==> src/timer_wave_pkg.sv <==
// Purpose: constants for the 8-bit timer waveform and clock control block
// Assumes: AHB-Lite register access, 32-bit data, one word per register
// Notes:   register constants are word indices; byte address is four times the index
package timer_wave_pkg;
    // ==========================================================
    // register map, word indices
    localparam logic [7:0] ctrl_a_addr      = 8'hB0;
    localparam logic [7:0] ctrl_b_addr      = 8'hB1;
    localparam logic [7:0] count_addr       = 8'hB2;
    localparam logic [7:0] cmp_a_addr       = 8'hB3;
    localparam logic [7:0] cmp_b_addr       = 8'hB4;
    localparam logic [7:0] src_sel_addr     = 8'hB5;
    localparam logic [7:0] irq_status_addr  = 8'hB8;
    localparam logic [7:0] irq_clear_addr   = 8'hB9;
    localparam logic [7:0] irq_enable_addr  = 8'hBA;
    localparam logic [7:0] ctrl_reset_value = 8'h00;
    // ==========================================================
    // field positions
    localparam int act_a_hi    = 7;
    localparam int act_a_lo    = 6;
    localparam int act_b_hi    = 5;
    localparam int act_b_lo    = 4;
    localparam int force_a_bit = 7;
    localparam int force_b_bit = 6;
    localparam int mode_hi_bit = 3;
    localparam logic [7:0] ctrl_a_rd_mask = 8'hF3;
    localparam logic [7:0] ctrl_b_rd_mask = 8'h0F;
    // ==========================================================
    // counter constants
    localparam logic [7:0] count_max    = 8'hFF;
    localparam logic [7:0] count_bottom = 8'h00;
    localparam logic [2:0] mode_normal  = 3'h0;
    localparam logic [2:0] mode_pc_ff   = 3'h1;
    localparam logic [2:0] mode_ctc     = 3'h2;
    localparam logic [2:0] mode_fast_ff = 3'h3;
    localparam logic [2:0] mode_pc_a    = 3'h5;
    localparam logic [2:0] mode_fast_a  = 3'h7;
    localparam logic [1:0] act_off      = 2'h0;
    localparam logic [1:0] act_toggle   = 2'h1;
    localparam logic [1:0] act_clear    = 2'h2;
    localparam logic [1:0] act_set      = 2'h3;
    localparam int irq_ovf = 0;
    localparam int irq_ma  = 1;
    localparam int irq_mb  = 2;
    localparam int presc_width = 10;
    typedef enum logic [1:0] {
        kind_plain_type_n, kind_fast, kind_phase, kind_reserved
    } kind_type;
endpackage

==> src/timer_wave_ctrl.sv <==
// Purpose: 8-bit timer waveform generation, force strobes and clock select
// Assumes: single clock hclk; async oscillator input arrives as a pin level
// Notes:   outputs compare_out_a/b are flip-flops; pin enables follow action
//
// Our own choice: the AHB-Lite register port.
`timescale 1ns/1ps
`default_nettype none
// Summary of operation
// - a nonzero output-B action field lets compare output B drive its pin
// - non-PWM action: 00 off, 01 toggle, 10 clear, 11 set on match
// - fast PWM: 10 clear on match set at bottom, 11 inverse; 01 reserved
// - phase PWM: 10 clear on up-match, set on down-match; 11 inverse
// - fast PWM, compare B at TOP with upper bit: act at bottom only
// - phase PWM, compare at TOP with upper bit: act at TOP instead
// - reserved bits of both control registers read as zero
// - mode bits from both registers pick sequence, TOP source and waveform
// - modes 0,1,3 top 0xFF; 2,5,7 top compare A; 4,6 reserved
// - compare update and overflow flag point depend on the mode
// - force strobes act only in non-PWM modes
// - force strobe gives one immediate match using current action field
// - force strobe raises no flag and never clears the counter
// - force bits are write-only and read back as zero
// - clock select: stop, undivided, or prescaler taps 8 to 1024
// - source clock is hclk unless async select picks the oscillator pin
// - writing the counter blocks compare match on the next timer tick
module timer_wave_ctrl
    import timer_wave_pkg::*;
(
    input  wire logic        hclk,
    input  wire logic        hresetn,
    input  wire logic        hsel,
    input  wire logic [31:0] haddr,
    input  wire logic [1:0]  htrans,
    input  wire logic        hwrite,
    input  wire logic [2:0]  hsize,
    input  wire logic [31:0] hwdata,
    input  wire logic        hready,
    output logic      [31:0] hrdata,
    output logic             hreadyout,
    output logic             hresp,
    input  wire logic        osc_pin,
    output logic             compare_out_a,
    output logic             compare_out_b,
    output logic             compare_oe_a,
    output logic             compare_oe_b,
    output logic             irq
);
    // ==========================================================
    // bus slave
    logic       wr_pend;
    logic [7:0] wr_addr;
    logic [7:0] timer_control_a;
    logic [7:0] timer_control_b;
    logic [7:0] count_value;
    logic [7:0] compare_value_a;
    logic [7:0] compare_value_b;
    logic [7:0] buf_a;
    logic [7:0] buf_b;
    logic       async_source_select;
    logic [2:0] irq_status;
    logic [2:0] irq_enable;
    logic       force_a;
    logic       force_b;
    logic       count_wr;
    logic       block_match;
    logic       osc_s1;
    logic       osc_s2;
    logic       osc_s3;
    logic [presc_width-1:0] presc;
    logic       tick;
    logic       count_up;
    logic [2:0] mode;
    kind_type   kind;
    logic [7:0] top;
    logic [31:0] next_rdata;
    logic [2:0] ev;
    wire  logic setup = hsel && hready && htrans[1];
    // word index: one register per aligned 32-bit word
    wire  logic [7:0] addr8 = haddr[9:2];
    wire  logic [7:0] wd = hwdata[7:0];
    wire  logic do_wr = wr_pend;

    assign hreadyout = 1'b1;
    assign hresp     = 1'b0;

    always_ff @(posedge hclk or negedge hresetn) begin
        if (!hresetn) begin
            wr_pend <= 1'b0;
            wr_addr <= 8'h00;
        end else begin
            wr_pend <= setup && hwrite;
            if (setup) begin
                wr_addr <= addr8;
            end
        end
    end

    always_comb begin
        next_rdata = 32'h0000_0000;
        if (addr8 == ctrl_a_addr) begin
            next_rdata[7:0] = timer_control_a & ctrl_a_rd_mask;
        end else if (addr8 == ctrl_b_addr) begin
            // force bits never stored, reserved zero
            next_rdata[7:0] = timer_control_b & ctrl_b_rd_mask;
        end else if (addr8 == count_addr) begin
            next_rdata[7:0] = count_value;
        end else if (addr8 == cmp_a_addr) begin
            next_rdata[7:0] = buf_a;
        end else if (addr8 == cmp_b_addr) begin
            next_rdata[7:0] = buf_b;
        end else if (addr8 == src_sel_addr) begin
            next_rdata[0] = async_source_select;
        end else if (addr8 == irq_status_addr) begin
            next_rdata[2:0] = irq_status;
        end else if (addr8 == irq_enable_addr) begin
            next_rdata[2:0] = irq_enable;
        end
    end

    always_ff @(posedge hclk or negedge hresetn) begin
        if (!hresetn) begin
            hrdata <= 32'h0000_0000;
        end else if (setup && !hwrite) begin
            hrdata <= next_rdata;
        end
    end

    always_ff @(posedge hclk or negedge hresetn) begin
        if (!hresetn) begin
            timer_control_a     <= ctrl_reset_value;
            timer_control_b     <= ctrl_reset_value;
            buf_a               <= 8'h00;
            buf_b               <= 8'h00;
            async_source_select <= 1'b0;
            irq_enable          <= 3'h0;
        end else if (do_wr) begin
            if (wr_addr == ctrl_a_addr) begin
                timer_control_a <= wd & ctrl_a_rd_mask;
            end else if (wr_addr == ctrl_b_addr) begin
                timer_control_b <= wd & ctrl_b_rd_mask;
            end else if (wr_addr == cmp_a_addr) begin
                buf_a <= wd;
            end else if (wr_addr == cmp_b_addr) begin
                buf_b <= wd;
            end else if (wr_addr == src_sel_addr) begin
                async_source_select <= wd[0];
            end else if (wr_addr == irq_enable_addr) begin
                irq_enable <= wd[2:0];
            end
        end
    end

    // one-cycle strobes; force strobes gated off in PWM modes, count_wr never gated
    always_ff @(posedge hclk or negedge hresetn) begin
        if (!hresetn) begin
            force_a  <= 1'b0;
            force_b  <= 1'b0;
            count_wr <= 1'b0;
        end else begin
            force_a  <= do_wr && wr_addr == ctrl_b_addr && wd[force_a_bit]
                        && kind == kind_plain_type_n;
            force_b  <= do_wr && wr_addr == ctrl_b_addr && wd[force_b_bit]
                        && kind == kind_plain_type_n;
            count_wr <= do_wr && wr_addr == count_addr;
        end
    end

    // ==========================================================
    // mode decode
    always_comb begin
        mode = {timer_control_b[mode_hi_bit], timer_control_a[1:0]};
        kind = kind_reserved;
        top  = count_max;
        case (mode)
            mode_normal: kind = kind_plain_type_n;
            mode_ctc: begin
                kind = kind_plain_type_n;
                top  = compare_value_a;
            end
            mode_pc_ff:   kind = kind_phase;
            mode_fast_ff: kind = kind_fast;
            mode_pc_a: begin
                kind = kind_phase;
                top  = compare_value_a;
            end
            mode_fast_a: begin
                kind = kind_fast;
                top  = compare_value_a;
            end
            default: kind = kind_reserved;
        endcase
    end

    // ==========================================================
    // clock source and prescaler
    always_ff @(posedge hclk or negedge hresetn) begin
        if (!hresetn) begin
            osc_s1 <= 1'b0;
            osc_s2 <= 1'b0;
            osc_s3 <= 1'b0;
        end else begin
            osc_s1 <= osc_pin;
            osc_s2 <= osc_s1;
            osc_s3 <= osc_s2;
        end
    end

    // source tick: every hclk or each rising oscillator edge
    wire logic src_tick = async_source_select ? (osc_s2 && !osc_s3) : 1'b1;

    always_ff @(posedge hclk or negedge hresetn) begin
        if (!hresetn) begin
            presc <= '0;
        end else if (src_tick) begin
            presc <= presc + 1'b1;
        end
    end

    // tap fires when the low bits roll over
    always_comb begin
        case (timer_control_b[2:0])
            3'h0:    tick = 1'b0;
            3'h1:    tick = src_tick;
            3'h2:    tick = src_tick && (&presc[2:0]);
            3'h3:    tick = src_tick && (&presc[4:0]);
            3'h4:    tick = src_tick && (&presc[5:0]);
            3'h5:    tick = src_tick && (&presc[6:0]);
            3'h6:    tick = src_tick && (&presc[7:0]);
            default: tick = src_tick && (&presc[9:0]);
        endcase
    end

    // ==========================================================
    // counter, compare buffering and events
    wire logic match_a = count_value == compare_value_a;
    wire logic match_b = count_value == compare_value_b;
    wire logic at_top  = count_value == top;

    always_ff @(posedge hclk or negedge hresetn) begin
        if (!hresetn) begin
            count_value     <= 8'h00;
            count_up        <= 1'b1;
            block_match     <= 1'b0;
            compare_value_a <= 8'h00;
            compare_value_b <= 8'h00;
        end else begin
            // armed with the write itself, so the very next tick is covered
            if (do_wr && wr_addr == count_addr) begin
                block_match <= 1'b1;
            end else if (tick) begin
                block_match <= 1'b0;
            end
            // update point per mode
            if (kind != kind_phase && kind != kind_fast) begin
                compare_value_a <= buf_a;
                compare_value_b <= buf_b;
            end else if (tick && kind == kind_phase && at_top) begin
                compare_value_a <= buf_a;
                compare_value_b <= buf_b;
            end else if (tick && kind == kind_fast && count_value == count_bottom) begin
                compare_value_a <= buf_a;
                compare_value_b <= buf_b;
            end
            if (do_wr && wr_addr == count_addr) begin
                count_value <= wd;
            end else if (tick) begin
                if (kind == kind_phase) begin
                    if (count_up && at_top) begin
                        count_up    <= 1'b0;
                        count_value <= count_value - 1'b1;
                    end else if (!count_up && count_value == count_bottom) begin
                        count_up    <= 1'b1;
                        count_value <= count_value + 1'b1;
                    end else begin
                        count_value <= count_up ? count_value + 1'b1 : count_value - 1'b1;
                    end
                end else if (at_top && (kind == kind_fast || mode == mode_ctc)) begin
                    count_value <= count_bottom;
                end else begin
                    count_up    <= 1'b1;
                    count_value <= count_value + 1'b1;
                end
            end
        end
    end

    // force strobes do not reach these flags
    always_comb begin
        ev = 3'h0;
        if (tick) begin
            ev[irq_ma] = match_a && !block_match;
            ev[irq_mb] = match_b && !block_match;
            if (kind == kind_phase) begin
                ev[irq_ovf] = !count_up && count_value == count_bottom;
            end else if (mode == mode_fast_a) begin
                ev[irq_ovf] = at_top;
            end else begin
                ev[irq_ovf] = count_value == count_max;
            end
        end
    end

    // set wins over a clear in the same cycle
    always_ff @(posedge hclk or negedge hresetn) begin
        if (!hresetn) begin
            irq_status <= 3'h0;
        end else if (do_wr && wr_addr == irq_clear_addr) begin
            irq_status <= (irq_status & ~wd[2:0]) | ev;
        end else begin
            irq_status <= irq_status | ev;
        end
    end

    always_ff @(posedge hclk or negedge hresetn) begin
        if (!hresetn) begin
            irq <= 1'b0;
        end else begin
            irq <= |((irq_status | ev) & irq_enable);
        end
    end

    // ==========================================================
    // waveform outputs, one generate per channel
    logic [1:0] wave;
    logic [1:0] oe;
    generate
        for (genvar ch = 0; ch < 2; ch++) begin : g_wave
            wire logic [1:0] act  = ch == 0 ? timer_control_a[act_a_hi:act_a_lo]
                                            : timer_control_a[act_b_hi:act_b_lo];
            wire logic       mt   = ch == 0 ? match_a : match_b;
            wire logic [7:0] cv   = ch == 0 ? compare_value_a : compare_value_b;
            wire logic       frc  = ch == 0 ? force_a : force_b;
            wire logic       hit  = tick && mt && !block_match;
            wire logic       cvtop = cv == top;
            always_ff @(posedge hclk or negedge hresetn) begin
                if (!hresetn) begin
                    wave[ch] <= 1'b0;
                    oe[ch]   <= 1'b0;
                end else begin
                    oe[ch] <= act != act_off;
                    if (frc || (hit && kind == kind_plain_type_n)) begin
                        case (act)
                            act_toggle: wave[ch] <= !wave[ch];
                            act_clear:  wave[ch] <= 1'b0;
                            act_set:    wave[ch] <= 1'b1;
                            default:    wave[ch] <= wave[ch];
                        endcase
                    end else if (kind == kind_fast && act[1] && tick) begin
                        if (count_value == top) begin
                            wave[ch] <= !act[0];
                        end else if (mt && !block_match && !cvtop) begin
                            wave[ch] <= act[0];
                        end
                    end else if (kind == kind_phase && act[1] && tick) begin
                        if (cvtop && at_top) begin
                            wave[ch] <= act[0];
                        end else if (mt && !block_match && !cvtop) begin
                            wave[ch] <= count_up ? act[0] : !act[0];
                        end
                    end
                end
            end
        end
    endgenerate

    always_ff @(posedge hclk or negedge hresetn) begin
        if (!hresetn) begin
            compare_out_a <= 1'b0;
            compare_out_b <= 1'b0;
            compare_oe_a  <= 1'b0;
            compare_oe_b  <= 1'b0;
        end else begin
            compare_out_a <= wave[0];
            compare_out_b <= wave[1];
            compare_oe_a  <= oe[0];
            compare_oe_b  <= oe[1];
        end
    end

    // ==========================================================
    // checks
    chk_force_no_flag: assert property (@(posedge hclk) disable iff (!hresetn)
        force_a && !tick |=> !$rose(irq_status[irq_ma]))
        else $error("force strobe raised a flag");
    chk_force_pwm_gate: assert property (@(posedge hclk) disable iff (!hresetn)
        (force_a || force_b) |-> $past(kind) == kind_plain_type_n)
        else $error("force strobe in pwm mode");
    chk_stop_clock: assert property (@(posedge hclk) disable iff (!hresetn)
        timer_control_b[2:0] == 3'h0 && !count_wr && !do_wr |=> $stable(count_value))
        else $error("counter moved while stopped");
    chk_oe_follow: assert property (@(posedge hclk) disable iff (!hresetn)
        timer_control_a[act_b_hi:act_b_lo] != act_off [*3] |-> compare_oe_b)
        else $error("output b enable missing");
    chk_reserved_zero: assert property (@(posedge hclk) disable iff (!hresetn)
        (timer_control_a & ~ctrl_a_rd_mask) == 8'h00)
        else $error("reserved bit stored");
    chk_block_match: assert property (@(posedge hclk) disable iff (!hresetn)
        count_wr |-> !ev[irq_ma] && !ev[irq_mb])
        else $error("match not blocked after count write");
    chk_fast_bottom: assert property (@(posedge hclk) disable iff (!hresetn)
        tick && kind == kind_fast && at_top && timer_control_a[act_b_hi:act_b_lo] == act_clear
        && !force_b |=> wave[1])
        else $error("fast pwm not set at bottom");
    chk_ovf_normal: assert property (@(posedge hclk) disable iff (!hresetn)
        tick && mode == mode_normal && count_value == count_max |=> irq_status[irq_ovf])
        else $error("overflow flag not set at max");
    cov_toggle: cover property (@(posedge hclk) $changed(compare_out_b));
    cov_irq: cover property (@(posedge hclk) $rose(irq));
    cov_phase: cover property (@(posedge hclk) kind == kind_phase && $fell(count_up));
endmodule
`default_nettype wire

==> config.mk <==
export PLATFORM = sky130hd
export DESIGN_NAME = timer_wave_ctrl
export DESIGN_NICKNAME = d
export VERILOG_FILES = /design/src/timer_wave_pkg.sv /design/src/timer_wave_ctrl.sv
export SDC_FILE = /design/constraint.sdc
export NUM_CORES = 1
export LEC_CHECK = 0
export BUFFER_PORTS_ARGS = -buffer_cell sky130_fd_sc_hd__buf_4
export CORE_MARGIN = 3
export CORE_UTILIZATION = 46
export CTS_BUF_LIST = sky130_fd_sc_hd__clkbuf_8
export DETAILED_ROUTE_END_ITERATION = 8
export GPL_ROUTABILITY_DRIVEN = 0
export GPL_TIMING_DRIVEN = 0
export MAX_ROUTING_LAYER = met4
export PLACE_DENSITY_LB_ADDON = 0.12
export SYNTH_ARGS = -nofsm -noshare
export SYNTH_HDL_FRONTEND = slang
export SYNTH_SLANG_ARGS = --single-unit
==> constraint.sdc <==
create_clock -name hclk -period 3.98 [get_ports hclk]
set_input_delay 0.796 -clock hclk [delete_from_list [all_inputs] [get_ports hclk]]
set_output_delay 0.796 -clock hclk [all_outputs]
set_load 0.03 [all_outputs]
[Word-level counts from Yosys, hierarchy flattened]
Index checks and enable logic that the tools add are counted.
Word-level totals
  input port bits: 75
  output and inout bits: 39
  flip-flop bits (word level): 100
Cells by class
  reduce and logical (&&, ||, !) cells: 91
  eq/ne operators: 49
  mux-type cells: 55
  bitwise logic cells: 11
  add/sub/neg operators: 3
Operator list (count)
  two-way mux 8 bit: 18
  equality test 8 bit (second input constant): 17
  logical AND 1 bit: 46
  equality test 8 bit: 5
  two-way mux 1 bit: 26
  AND reduction 4 bit: 4
  equality test 3 bit (second input constant): 5
  two-way mux 3 bit: 5
  AND reduction 7 bit: 2
  equality test 3 x 2 -> 1 bit (second input constant): 4
  AND reduction 6 bit: 2
  adder 10 x 1 -> 10 bit (second input constant): 1
  equality test 2 bit (second input constant): 5
  zero test 1 bit: 10
  AND reduction 10 bit: 1
  AND reduction 5 bit: 2
  nonzero test 3 bit: 3
  adder 8 x 1 -> 8 bit (second input constant): 1
  zero test 8 bit: 1
  != test 4 x 1 -> 1 bit (second input constant): 2
  != test 4 x 3 -> 1 bit (second input constant): 2
  AND reduction 8 bit: 1
  nonzero test 4 bit: 2
  subtractor 8 x 1 -> 8 bit (second input constant): 1
  other kinds (22): 43

[Longest topological paths before layout]
  depth in word-level cells: 11
  gate-level depth with buffers: 12
  mapped depth without buffers: 11

[Worst setup path before layout]
No wires, ideal clock.
  kind: flip-flop to flip-flop
  from: register timer_control_b[3]
  to: register count_value[7]
  arrival time: 2.875 ns
  cell stages (with the launch flop): 11
  setup slack: 0.979 ns
  cells stage by stage: dfrtp_1 -> buf_2 -> or4b_2 -> o221ai_1 -> a311oi_1 -> or4_1 -> buf_2 -> or2_1 -> buf_6 -> and3_4 -> o32a_1
Between the ends
  longest elaborated chain between the ends: 10
  elaborated cells between the ends (all ways): 23
  classes of those cells: eq/ne: 8; mux: 7; reduce/logical: 8
Ends and longest elaborated chain
  from (decl): line timer_wave_ctrl.sv:53  | logic [7:0] timer_control_b;
  from (signal assigned): line timer_wave_ctrl.sv:131  | timer_control_b <= ctrl_reset_value;
  from (signal assigned): line timer_wave_ctrl.sv:140  | timer_control_b <= wd & ctrl_b_rd_mask;
  equality test 3 bit (tied with other cells): line timer_wave_ctrl.sv:174  | case (mode)
  OR reduction 2 bit (no line)
  one-hot mux 2 bit (3 select lines): line timer_wave_ctrl.sv:174
  equality test 2 x 1 -> 1 bit: line timer_wave_ctrl.sv:277  | end else if (at_top && (kind == kind_fast || mode == mode_ctc)) begin
  logical OR 1 bit: line timer_wave_ctrl.sv:277
  logical AND 1 bit: line timer_wave_ctrl.sv:277
  two-way mux 8 bit: line timer_wave_ctrl.sv:277
  two-way mux 8 bit *: line timer_wave_ctrl.sv:267  | if (kind == kind_phase) begin
  two-way mux 8 bit *: line timer_wave_ctrl.sv:266  | end else if (tick) begin
  two-way mux 8 bit *: line timer_wave_ctrl.sv:264  | if (do_wr && wr_addr == count_addr) begin
  to (signal assigned): line timer_wave_ctrl.sv:265  | count_value <= wd;
  to (signal assigned): line timer_wave_ctrl.sv:270  | count_value <= count_value - 1'b1;
  to (signal assigned): line timer_wave_ctrl.sv:278  | count_value <= count_bottom;
  to (decl): line timer_wave_ctrl.sv:54  | logic [7:0] count_value;
Mark *: on every way between the ends. The rest lies on a longest branch, timed or not. The select of a mux whose other input is x is not followed.
A chain may end at the register's enable or synchronous reset.

[Worst setup path in the final report]
  from: register timer_control_a[0]
  to: register count_value[6]
Between the ends
  longest elaborated chain between the ends: 10
  elaborated cells between the ends (all ways): 23
  classes of those cells: eq/ne: 8; mux: 7; reduce/logical: 8
Ends and longest elaborated chain
  from (decl): line timer_wave_ctrl.sv:52  | logic [7:0] timer_control_a;
  from (signal assigned): line timer_wave_ctrl.sv:130  | timer_control_a <= ctrl_reset_value;
  from (signal assigned): line timer_wave_ctrl.sv:138  | timer_control_a <= wd & ctrl_a_rd_mask;
  equality test 3 bit (tied with other cells): line timer_wave_ctrl.sv:174
  OR reduction 2 bit (no line)
  one-hot mux 2 bit (3 select lines): line timer_wave_ctrl.sv:174
  equality test 2 x 1 -> 1 bit: line timer_wave_ctrl.sv:277
  logical OR 1 bit: line timer_wave_ctrl.sv:277
  logical AND 1 bit: line timer_wave_ctrl.sv:277
  two-way mux 8 bit: line timer_wave_ctrl.sv:277
  two-way mux 8 bit *: line timer_wave_ctrl.sv:267
  two-way mux 8 bit *: line timer_wave_ctrl.sv:266
  two-way mux 8 bit *: line timer_wave_ctrl.sv:264
Marks and branches as above.

==> out/results.txt <==
Status -> completed
Flop pwr share -> 48.3%
Comb power frac -> 28.1%
Hold WC Path Type -> flip-flop to flip-flop
Primary FF master, synth -> dfrtp_1
Ranking of synthesized cells by area -> dfrtp_1, mux2_2, buf_4
Antenna-violating nets left -> 0
DRC errors left -> 0
Commonest non-fill, non-tap cell in the layout -> dfrtp_1
IO Pins -> 114
Hold Path Depth -> 0
Setup TNS Final -> 0 ns
# clock sinks -> 100
Crit Path Category -> flip-flop to flip-flop
R2R depth -> 10
P_sw -> 0.898 mW
Setup Skew -> 0.0122 ns
Synth Register Bits -> 100
Hold_buf cts -> 0
Clk root buf -> clkbuf_8
# H-tree levels -> 3
GR Overflow Total -> 0
Most frequent CP cell -> a311oi_1
CP Cell Sequence -> clkbuf_1 > nand2_1 > a2111oi_2 > a311oi_1 > or4_1 > o31a_1 > buf_2 > nor2_1 > a311oi_1 > o31ai_1
# setup viols final -> 0
Area leader, netlist -> dfrtp_1
Crit path largest cell delay -> 0.63 ns
Max Cap Viol -> 0
Port bufs -> 33
EDFF count, synth -> 0
Tot GR Track Use -> 23.5%
Fmax -> 262 MHz
Post-route minimum period -> 3.81 ns
Chip Height -> 119 µm
Clk pwr share -> 23.5%
CTS tree -> built
CTS Buf Count -> 9
Period utilization -> 95.8%
# rows -> 40
Drt first pass iters -> 6
Area growth from synthesis to layout -> 12.9%
WP data required -> 4.26 ns
Number of distinct library cells after synthesis -> 72
WL/cell -> 18.6 µm
Syn Std Cell Area -> 5880 µm²
Final wirelength -> 15900 µm
Die X -> 119 µm
Final Hold Fails -> 0
Initial drt markers -> 515
Post-Syn Instances -> 608
Worst path slowest cell -> or4_1
Starting Density -> 48.0%
Async SR Flop Fraction -> 100%
Via/cell ratio -> 5.91
Clk_lat worst skew -> 0.38 ns
Clock slew at reported path FFs -> 0.10 ns
Max-slew headroom -> 24.8%
Unrepaired setup endpoints after global routing -> no
VDD IR max -> 0.243 mV
Share of cells above drive strength 1 -> 22.3%
Postcts setup bufs -> 0
Vias in the first global route -> 4832
Post-synth top area share -> 42.1%
Internal Pwr Total -> 1.65 mW
Net Sw Frac -> 35.2%
Startpoint types -> flip-flop
First-pass GRT wire length -> 25600 µm
Peak fanout along the critical path -> 10
Maximum buffer depth of the clock tree -> 2
Diodes inserted -> 0
FF-to-FF setup slack -> 0.17 ns
CP Data Arrival Time -> 4.09 ns
Post-CTS Resized -> 0
YS warnings -> 0
Final Max Tran Viols -> 0
Area of the multi-input gates -> 3040 µm²
Sequential element share of the synthesized area -> 42.5%
Final hold slack -> 0.359 ns
Routed vias -> 5031
Worst-margin pin slew -> 1.12 ns
Overall Power -> 2.55 mW
CORE AREA -> 12300 µm²
Most frequent cells in the layout -> dfrtp_1, buf_4, nand2_1
Mean Syn Cell Area -> 9.68 µm²
DP Wirelength -> 11700 µm
Initial antenna violation count -> 0
Largest net degree at the start of global routing -> 101
LEAKAGE -> 2.93 nW
Post-layout util -> 54.2%
Final Net Count -> 762
CP endpoint kind -> flip-flop
PD cells -> 384 nW/µm²
Die area -> 14200 µm²
FF/Latch Area -> 2500 µm²
FILL cells -> 1155
[kinds of logic (layout without fill, tap and decap cells)]
family / count (synthesis) / count (layout) / synth area share [%]
flip-flops: 100 / 100 / 42.5
buffers and inverters: 83 / 134 / 7.38
XOR/XNOR: 30 / 30 / 4.47
multiplexers: 52 / 52 / 9.93
AO/OA/AOI/OAI: 137 / 137 / 16.6
other: 2 / 26 / 0.128
adder cells (fa/ha/maj): 9 / 9 / 1.91
AND/OR/NAND/NOR: 195 / 195 / 17.1
[area by class of cell]
cell class | count | area share [%]
Clock buffer | 10 | 2.07
Multi-Input combinational cell | 449 | 45.8
Tap cell | 168 | 3.16
Buffer | 58 | 5.12
Sequential cell | 100 | 37.7
Inverter | 25 | 1.41
Timing Repair Buffer | 35 | 4.27
Clock inverter | 6 | 0.490
[critical path, delay by kind of cell, from the launching register on]
kind	cells	cell delay, ns
AOI/OAI and AO/OA	5	1.32
and+or+nand+nor	3	1.21
buffers and inverters	2	0.69
DFF	1	0.49
[layer usage]
metal | vias to the layer above | global-route usage [%] | share of wire, %
met4 | 0 | 8.47 | 2.7
met2 | 232 | 35.5 | 46
li1 | 2307 | - | -
met3 | 44 | 5.27 | 7.6
met5 | - | - | 0
met1 | 2448 | 31.2 | 44
[state kept, by name, indices dropped and copies added, names as in the netlist, 2 cells and up]
name	flops
buf_b	8
presc	10
compare_value_b	8
irq_status	3
timer_control_a	6
oe	2
hrdata	8
compare_value_a	8
timer_control_b	4
buf_a	8
wave	2
irq_enable	3
count_value	8
wr_addr	8
[cell usage after synthesis (4+ instances only)]
master and count:
nand2_1 54, inv_1 25, o21ai_0 33, or4_1 5, dfrtp_1 99, o31ai_1 5, clkbuf_1 22, nand4_1 8
nor4_1 7, a311oi_1 9, nor2b_1 5, and3_1 13, nand2b_1 4, buf_2 5, a2111oi_0 4, a22oi_1 12
a21oi_1 15, and2_1 6, o22ai_1 4, xor2_1 17, buf_4 27, a31oi_1 11, nor3_1 15, mux2_2 51
ha_1 9, o211a_1 4, nor2_1 38, or2_2 7, xnor2_1 13, nand3_1 14, o221ai_1 4
[final timing paths]
kind | startpoint | endpoint
max | timer_control_a[0] | count_value[6]
max reg2reg | timer_control_a[0] | count_value[6]
min in group asynchronous | hresetn | irq_status[1]
min reg2reg | oe[1] | compare_oe_b
min | oe[1] | compare_oe_b
max in group asynchronous | hresetn | timer_control_a[6]
[through the flow]
stage | instances | worst slack, ns | area (µm²)
finish | 851 | 0.166 | 6640
global route | 851 | 0.0154 | 6640
CTS | 849 | 0.326 | 6600
detailed placement | 833 | 0.345 | 6430
global placement | 833 | 0.386 | 6430
floorplan | 632 | 0.979 | 5970
[power by group through the flow]
stage	combinational [mW]	sequential, mW	clock (mW)
2_1_floorplan	0.477	1.25	0
3_3_place_gp	0.680	1.25	0
3_5_place_dp	0.704	1.25	0
4_1_cts	0.706	1.23	0.619
5_1_grt	0.782	1.25	0.665
6_report	0.718	1.23	0.601
No activity file was read; power rests on OpenSTA's default activity.
